### config.mk
export PLATFORM = sky130hd
export DESIGN_NAME = rtdc_top
export DESIGN_NICKNAME = d
export VERILOG_FILES = /design/src/hdl/rtdc_pkg.sv /design/src/hdl/rtdc_tx_if.sv /design/src/hdl/rtdc_top.sv /design/src/hdl/rtdc_tx_shift.sv
export VERILOG_INCLUDE_DIRS = /design/src /design/src/hdl
export SDC_FILE = /design/constraint.sdc
export NUM_CORES = 1
export LEC_CHECK = 0
export BUFFER_PORTS_ARGS = -buffer_cell sky130_fd_sc_hd__buf_2
export CAP_MARGIN = 40
export CORE_MARGIN = 1.5
export CORE_UTILIZATION = 50
export DETAILED_ROUTE_END_ITERATION = 7
export GPL_TIMING_DRIVEN = 0
export PLACE_DENSITY = 0.66
export RECOVER_POWER = 100
export SYNTH_ARGS = -nofsm -noshare
export SYNTH_HDL_FRONTEND = slang
export SYNTH_SLANG_ARGS = --single-unit
### constraint.sdc
create_clock -name core_clk -period 6 [get_ports core_clk]
set_input_delay 0.9 -clock core_clk [delete_from_list [all_inputs] [get_ports core_clk]]
set_output_delay 0.9 -clock core_clk [all_outputs]
set_load 0.05 [all_outputs]
### src/hdl/rtdc_consts.svh
// rtdc_consts.svh: offsets, field positions, reset values, timing counts
// assumes inclusion by bare name from rtdc_top, rtdc_tx_shift and rtdc_top_assertions
`ifndef RTDC_CONSTS_SVH
`define RTDC_CONSTS_SVH

// ------------------------------------------------------------------
// register offsets
// ------------------------------------------------------------------
`define RTDC_OFS_DATA 3'h0
`define RTDC_OFS_MODEM_CTRL 3'h4
`define RTDC_OFS_LINE_STATUS 3'h5

// ------------------------------------------------------------------
// field positions
// ------------------------------------------------------------------
`define RTDC_MCR_DRV_EN_BIT 0
`define RTDC_LSR_RX_READY_BIT 0
`define RTDC_LSR_RX_OVERRUN_BIT 1
`define RTDC_LSR_TX_HOLDING_BIT 5
`define RTDC_LSR_TX_SHIFTER_BIT 6

// ------------------------------------------------------------------
// reset values
// ------------------------------------------------------------------
`define RTDC_MCR_RESET 8'h00
`define RTDC_BYTE_RESET 8'h00

// ------------------------------------------------------------------
// timing
// ------------------------------------------------------------------
`define RTDC_CLK_HZ 100000000
`define RTDC_BAUD_HZ 9600
`define RTDC_CLKS_PER_BIT (`RTDC_CLK_HZ / `RTDC_BAUD_HZ)
`define RTDC_FRAME_BITS 4'ha

`endif

### src/hdl/rtdc_pkg.sv
// rtdc_pkg: shared types of the rs485 direction-control serial port
// assumes rtdc_consts.svh supplies the numbers
`default_nettype none

package rtdc_pkg;
   typedef logic [7:0] rtdc_byte_t;
   typedef logic [2:0] rtdc_addr_t;
   typedef enum logic [1:0] {RTDC_RX_IDLE, RTDC_RX_START, RTDC_RX_BITS, RTDC_RX_STOP} rtdc_rx_e;
endpackage : rtdc_pkg

`default_nettype wire

### src/hdl/rtdc_tx_if.sv
// rtdc_tx_if: load handshake between holding register and shifter
// assumes one clock domain
`default_nettype none

interface rtdc_tx_if;
   import rtdc_pkg::*;
   logic load;
   rtdc_byte_t data;
   logic busy;
   modport ctrl (output load, output data, input busy);
   modport shifter (input load, input data, output busy);
endinterface : rtdc_tx_if

`default_nettype wire

### src/hdl/rtdc_top.sv
// rtdc_top: pc-style serial port whose dtr bit gates an rs485 driver
// assumes a synchronous i/o port strobe per access, serial_in synchronous
`default_nettype none
`include "rtdc_consts.svh"

module rtdc_top #(
   parameter int CLKS_PER_BIT = `RTDC_CLKS_PER_BIT
) (
   input wire logic core_clk,
   input wire logic rst_n,
   input wire rtdc_pkg::rtdc_addr_t io_addr,
   input wire logic io_wr,
   input wire logic io_rd,
   input wire rtdc_pkg::rtdc_byte_t io_wdata,
   output rtdc_pkg::rtdc_byte_t io_rdata,
   output logic serial_out,
   input wire logic serial_in,
   output logic line_driver_enable,
   output logic dtr
);
   import rtdc_pkg::*;

   function automatic logic hit(input rtdc_addr_t a, input rtdc_addr_t ofs);
      hit = (a == ofs);
   endfunction : hit

   logic rst_meta_n;
   logic rst_sync_n;
   rtdc_byte_t modem_control;
   rtdc_byte_t holding;
   logic holding_full;
   rtdc_byte_t rx_buffer;
   logic rx_ready;
   logic rx_overrun;
   rtdc_byte_t line_status;
   rtdc_rx_e rx_state;
   rtdc_byte_t rx_shift;
   logic [2:0] rx_bit;
   logic [15:0] rx_cnt;
   logic rx_done;
   logic wr_data;
   logic rd_data;

   rtdc_tx_if tx ();

   // ------------------------------------------------------------------
   // reset release
   // ------------------------------------------------------------------
   always_ff @(posedge core_clk or negedge rst_n) begin
      if (!rst_n) begin
         rst_meta_n <= 1'b0;
         rst_sync_n <= 1'b0;
      end else begin
         rst_meta_n <= 1'b1;
         rst_sync_n <= rst_meta_n;
      end
   end

   assign wr_data = io_wr && hit(io_addr, `RTDC_OFS_DATA);
   assign rd_data = io_rd && hit(io_addr, `RTDC_OFS_DATA);

   // ------------------------------------------------------------------
   // modem control
   // ------------------------------------------------------------------
   always_ff @(posedge core_clk or negedge rst_sync_n) begin
      if (!rst_sync_n) begin
         modem_control <= `RTDC_MCR_RESET;
      end else if (io_wr && hit(io_addr, `RTDC_OFS_MODEM_CTRL)) begin
         modem_control <= io_wdata;
      end
   end

   assign dtr = modem_control[`RTDC_MCR_DRV_EN_BIT];
   assign line_driver_enable = modem_control[`RTDC_MCR_DRV_EN_BIT];

   // ------------------------------------------------------------------
   // transmit holding register
   // ------------------------------------------------------------------
   assign tx.load = holding_full && !tx.busy;
   assign tx.data = holding;

   always_ff @(posedge core_clk or negedge rst_sync_n) begin
      if (!rst_sync_n) begin
         holding <= `RTDC_BYTE_RESET;
         holding_full <= 1'b0;
      end else if (wr_data) begin
         // write while full overwrites the waiting byte
         holding <= io_wdata;
         holding_full <= 1'b1;
      end else if (tx.load) begin
         holding_full <= 1'b0;
      end
   end

   rtdc_tx_shift #(
      .CLKS_PER_BIT(CLKS_PER_BIT)
   ) u_tx_shift (
      .core_clk(core_clk),
      .rst_sync_n(rst_sync_n),
      .tx(tx),
      .serial_out(serial_out)
   );

   // ------------------------------------------------------------------
   // receiver
   // ------------------------------------------------------------------
   // plain receive path
   always_ff @(posedge core_clk or negedge rst_sync_n) begin
      if (!rst_sync_n) begin
         rx_state <= RTDC_RX_IDLE;
         rx_shift <= `RTDC_BYTE_RESET;
         rx_bit <= 3'h0;
         rx_cnt <= 16'h0000;
         rx_done <= 1'b0;
      end else begin
         rx_done <= 1'b0;
         unique case (rx_state)
            RTDC_RX_IDLE: begin
               if (!serial_in) begin
                  rx_state <= RTDC_RX_START;
                  rx_cnt <= 16'(CLKS_PER_BIT / 2 - 1);
               end
            end
            RTDC_RX_START: begin
               if (rx_cnt != 16'h0000) begin
                  rx_cnt <= rx_cnt - 16'h0001;
               end else if (serial_in) begin
                  rx_state <= RTDC_RX_IDLE;
               end else begin
                  rx_state <= RTDC_RX_BITS;
                  rx_bit <= 3'h0;
                  rx_cnt <= 16'(CLKS_PER_BIT - 1);
               end
            end
            RTDC_RX_BITS: begin
               if (rx_cnt != 16'h0000) begin
                  rx_cnt <= rx_cnt - 16'h0001;
               end else begin
                  rx_shift <= {serial_in, rx_shift[7:1]};
                  rx_cnt <= 16'(CLKS_PER_BIT - 1);
                  rx_bit <= rx_bit + 3'h1;
                  if (rx_bit == 3'h7) begin
                     rx_state <= RTDC_RX_STOP;
                  end
               end
            end
            RTDC_RX_STOP: begin
               if (rx_cnt != 16'h0000) begin
                  rx_cnt <= rx_cnt - 16'h0001;
               end else begin
                  rx_state <= RTDC_RX_IDLE;
                  rx_done <= serial_in;
               end
            end
         endcase
      end
   end

   // received byte, ready and overrun; a new byte wins over a read
   always_ff @(posedge core_clk or negedge rst_sync_n) begin
      if (!rst_sync_n) begin
         rx_buffer <= `RTDC_BYTE_RESET;
         rx_ready <= 1'b0;
         rx_overrun <= 1'b0;
      end else if (rx_done) begin
         rx_buffer <= rx_shift;
         rx_ready <= 1'b1;
         rx_overrun <= rx_overrun || (rx_ready && !rd_data);
      end else if (io_rd && hit(io_addr, `RTDC_OFS_LINE_STATUS)) begin
         rx_overrun <= 1'b0;
      end else if (rd_data) begin
         rx_ready <= 1'b0;
      end
   end

   // ------------------------------------------------------------------
   // line status and read port
   // ------------------------------------------------------------------
   always_comb begin
      line_status = `RTDC_BYTE_RESET;
      line_status[`RTDC_LSR_RX_READY_BIT] = rx_ready;
      line_status[`RTDC_LSR_RX_OVERRUN_BIT] = rx_overrun;
      line_status[`RTDC_LSR_TX_HOLDING_BIT] = holding_full;
      line_status[`RTDC_LSR_TX_SHIFTER_BIT] = tx.busy;
   end

   always_ff @(posedge core_clk or negedge rst_sync_n) begin
      if (!rst_sync_n) begin
         io_rdata <= `RTDC_BYTE_RESET;
      end else if (io_rd) begin
         if (hit(io_addr, `RTDC_OFS_DATA)) begin
            io_rdata <= rx_buffer;
         end else if (hit(io_addr, `RTDC_OFS_MODEM_CTRL)) begin
            io_rdata <= modem_control;
         end else if (hit(io_addr, `RTDC_OFS_LINE_STATUS)) begin
            io_rdata <= line_status;
         end else begin
            io_rdata <= `RTDC_BYTE_RESET;
         end
      end
   end
endmodule : rtdc_top

`default_nettype wire

### src/hdl/rtdc_tx_shift.sv
// rtdc_tx_shift: serialises one 8n1 frame per load
// assumes load only while busy is low
`default_nettype none
`include "rtdc_consts.svh"

module rtdc_tx_shift #(
   parameter int CLKS_PER_BIT = `RTDC_CLKS_PER_BIT
) (
   input wire logic core_clk,
   input wire logic rst_sync_n,
   rtdc_tx_if.shifter tx,
   output logic serial_out
);
   import rtdc_pkg::*;

   logic [9:0] frame;
   logic [3:0] bits_left;
   logic [15:0] bit_cnt;

   // ------------------------------------------------------------------
   // frame shifter
   // ------------------------------------------------------------------
   // shifter busy state
   assign tx.busy = (bits_left != 4'h0);
   assign serial_out = frame[0];

   always_ff @(posedge core_clk or negedge rst_sync_n) begin
      if (!rst_sync_n) begin
         frame <= 10'h3ff;
         bits_left <= 4'h0;
         bit_cnt <= 16'h0000;
      end else if (tx.load && !tx.busy) begin
         frame <= {1'b1, tx.data, 1'b0};
         bits_left <= `RTDC_FRAME_BITS;
         bit_cnt <= 16'(CLKS_PER_BIT - 1);
      end else if (tx.busy) begin
         if (bit_cnt == 16'h0000) begin
            frame <= {1'b1, frame[9:1]};
            bits_left <= bits_left - 4'h1;
            bit_cnt <= 16'(CLKS_PER_BIT - 1);
         end else begin
            bit_cnt <= bit_cnt - 16'h0001;
         end
      end
   end
endmodule : rtdc_tx_shift

`default_nettype wire

==> impl_metrics.ini <==
[yosys]
number_of_standard_cells_after_synthesis = 472
most_area_hungry_cell_type_in_the_yosys_netlist = dfrtp_1
synth.lib_cells_used.distinct = 61
synth_edf_count = 0
mappedNetlistArea_um2 = 4820
yosys_warnings = 0
postSynth.topFlopCell = dfrtp_1
yosysTopAreaCellShare_pct = 45.1
synth_fp_nets = 499
syn_avg_cell_area_um2 = 10.2
ys_async_sr_fraction_pct = 100
ys_seq_elements = 96
synth-seq-area-share_pct = 50.0
netlist_top_cells_area = dfrtp_1 (45%), mux2_2 (7.9%), dfstp_2 (4.9%)

[grt]
grt_antenna_before_repair = 0
first_global_vias = 3413
grt.total_usage_pct = 20.4
gr-total-overflow = 0
first_pass_grt_wire_length_mm = 16.5
maximum_number_of_pins_on_one_net_before_global_route_repair = 60

[cts]
cts_buffer_depth = 2
cts_tree = done
worst_skew_pair.late_latency_ns = 0.36
cts_hold_buf = 0
cts_resized = 0
cts_max_level = 3
cts_setup_buffers = 0
cts_made_buffers = 9
cts_num_sinks = 96
clkTransAtPathRegs_ns = 0.09
cts_root_buffer = clkbuf_8

[pwr]
power_density_nw_per_um2 = 235
leakage_nw = 2.34
power.share.clock_pct = 36.9
p_switching_w = 0.000299
cellInternalPower_w = 0.000948
combinational_share_of_power_pct = 7.3
power.share.sequential_pct = 55.8
peakVddDrop_mv = 0.127
switching_share_pct = 24.0

[floorplanning]
vertical_extent_of_the_die_um = 101
design.die.area_um2 = 10200
core_region_area_um2 = 9280
rows = 35
initial_core_util_pct = 52.0
chipWidth_um = 101
design.portCount = 27

[detailed_routing]
drt_drc_violations_left = 0
drt-total-wl_mm = 9.78
num_vias = 3683
detail_route.first_pass.iterations = 5
dr.first_iter.drc_count = 180
avgViaCountPerCell = 5.74
antenna_left = 0
post_drt_wl_per_cell_um = 15.2

[finish]
multi_input_combinational_cell_area_um2 = 2220
antennaDiodeCount = 0
area_growth_pct = 10.2
num-nets-final = 535
register_area_um2 = 2410
fillCellCount = 856
final_layout_size_suffix_gt1_share_pct = 17.2

[timing]
fmaxAchievable_ghz = 0.307
post_layout_minimum_cycle_time_ns = 3.26
slew_headroom_pct = -4.25
finalClockSkew_ns = 0.0153
fin_worst_setup_slack_ns = 2.74
worst_pin_slew_ns = 1.56
timing.hold.ws_ns = 0.305
finalCritPeriodShare_pct = 54.4
slew_viol_final = 36
setup_violations = 0
hold_violations = 0
unrepaired_setup_endpoints_after_global_routing = false
setup-tns-final_ns = 0

[setup_path]
worst_ep_arrival_time_ns = 3.49
critical_path.startpoint_type = flop
maximum_net_fanout_on_the_critical_path = 10
end_kind = flop
worst-setup-path-type = reg2reg
worst_ep_required_time_ns = 6.23

[placed_design]
place_congestion = 0.895
dp_slack_ns = 3.38
port-buffer-count = 24
dpl.hpwl_mm = 6.99

[run_status]
violations = max-capacitance violations, max-slew violations
run_status = complete, but fails checks

[flow_run]
max_cap_viols = 1

[hold_path]
timing.hold.worst.class = in2async
==> per-stage QoR <==
stage                     power [W]  util [%]  instance area (µm²)  instances
after floorplan            0.000774         -                 4820        472
after global placement     0.000799      55.0                 5110        625
after detailed placement   0.000805      55.3                 5140        626
after CTS                   0.00127      57.7                 5360        642
after global routing        0.00130      57.3                 5320        642
final                       0.00125      57.3                 5320        642
==> area by class of cell <==
class                   count  share of cell area [%]
flip-flops and latches     96                    45.4
multi-input cells         332                    41.7
well taps                 129                    3.03
repair buffers             25                    2.49
clock buffers              10                    2.40
plain buffers              26                    1.95
clock inverters             6                    1.74
inverters                  18                    1.27
==> worst paths after layout <==
kind	start	to	slack, ns	cells after the start
worst max-delay path	rx_cnt[0]$_DFFE_PN0P_	rx_cnt[5]$_DFFE_PN0P_	2.74	9
worst min-delay path	rst_n	rst_meta_n$_DFF_PN0_	0.31	1
worst max register to register	rx_cnt[0]$_DFFE_PN0P_	rx_cnt[5]$_DFFE_PN0P_	2.74	9
worst min register to register	rst_meta_n$_DFF_PN0_	rst_sync_n$_DFF_PN0_	0.37	0
max in group asynchronous	rst_sync_n$_DFF_PN0_	u_tx_shift.frame[8]$_DFFE_PN1P_	4.33	1
min in group core_clk	rst_meta_n$_DFF_PN0_	rst_sync_n$_DFF_PN0_	0.37	0
==> worst max-delay path, stage by stage (launching register included) <==
cell	delay, ns
dfrtp_1	0.36
clkbuf_1	0.19
inv_1	0.12
ha_1	0.31
nor4b_1	0.34
nand4_1	0.29
o21ai_0	0.79
clkbuf_1	0.44
o21ai_0	0.18
o41ai_1	0.10
==> power groups by stage <==
stage | combinational [W] | sequential (W) | clock, W
2_1_floorplan | 0.0000457 | 0.000729 | 0
3_3_place_gp | 0.0000831 | 0.000716 | 0
3_5_place_dp | 0.0000945 | 0.000710 | 0
4_1_cts | 0.0000947 | 0.000698 | 0.000476
5_1_grt | 0.0000990 | 0.000701 | 0.000501
6_report | 0.0000909 | 0.000697 | 0.000460
==> state kept, by name, summed over array words and instances, names as in the netlist, 8 cells and up, named ones only <==
name,count
rx_cnt,16
u_tx_shift.bit_cnt,16
u_tx_shift.frame,9
holding,8
io_rdata,8
modem_control,8
rx_buffer,8
rx_shift,8
==> placed cells by master, fill, tap and decap left out, types with 4 or more instances in the layout <==
master    Yosys  final
o41ai_1       5      5
nand3_1       8      8
a21oi_1      38     38
dfstp_2       9      9
nand2b_1      6      6
buf_2         9     14
nor3_1       16     16
ha_1         11     11
nor4_1        4      4
a22oi_1       9      9
inv_1        18     18
nor3b_1       4      4
o21ai_0      26     33
o22ai_1       5      5
nor2_1       29     29
mux2_2       34     33
clkbuf_1     14     36
clkbuf_8      0      9
mux2i_1      11     11
a31oi_1      14     14
nand2_1      47     47
dfrtp_1      87     87
xnor2_1       4      4
or4_4         4      4
==> cell usage after synthesis (2+ instances only) <==
library cell,instances
a22oi_1,9
o211ai_1,3
o22ai_1,5
nor4b_1,3
mux2_2,34
dfrtp_1,87
a31oi_1,14
and2_1,4
and3_1,2
nor4_1,4
buf_2,9
o21ai_1,6
nand2_1,47
a211oi_1,2
buf_4,2
nand3_1,8
clkbuf_1,14
nor3b_1,4
inv_1,18
nor3_1,16
o21ai_0,26
nand2b_1,6
dfstp_2,9
mux2i_1,11
o41ai_1,5
xnor2_1,4
ha_1,11
o22a_1,3
a21oi_1,38
nor4_2,2
o21a_1,2
or4_4,4
nor2_1,29
and4_1,3
nor2b_1,2
==> layer usage <==
metal / vias to the layer above / share of wire (%) / GRT usage [%]
met5: - / 0 / 0
met4: 0 / 0.89 / 5.24
met3: 10 / 2.9 / 4.97
met2: 63 / 48 / 31.4
met1: 1835 / 49 / 29.0
li1: 1775 / - / -
==> logic make-up after synthesis <==
family                   count (synthesis)  share of synthesized area, %
AO/OA/AOI/OAI                          124                          15.6
buffers and inverters                   44                          3.81
XOR/XNOR                                 4                         0.726
multiplexers                            46                          10.5
AND/OR/NAND/NOR                        146                          16.4
other                                    1                        0.0777
adder cells (fa/ha/maj)                 11                          2.85
flip-flops                              96                          50.0
Note: power is estimated with default switching activity, not from simulation.
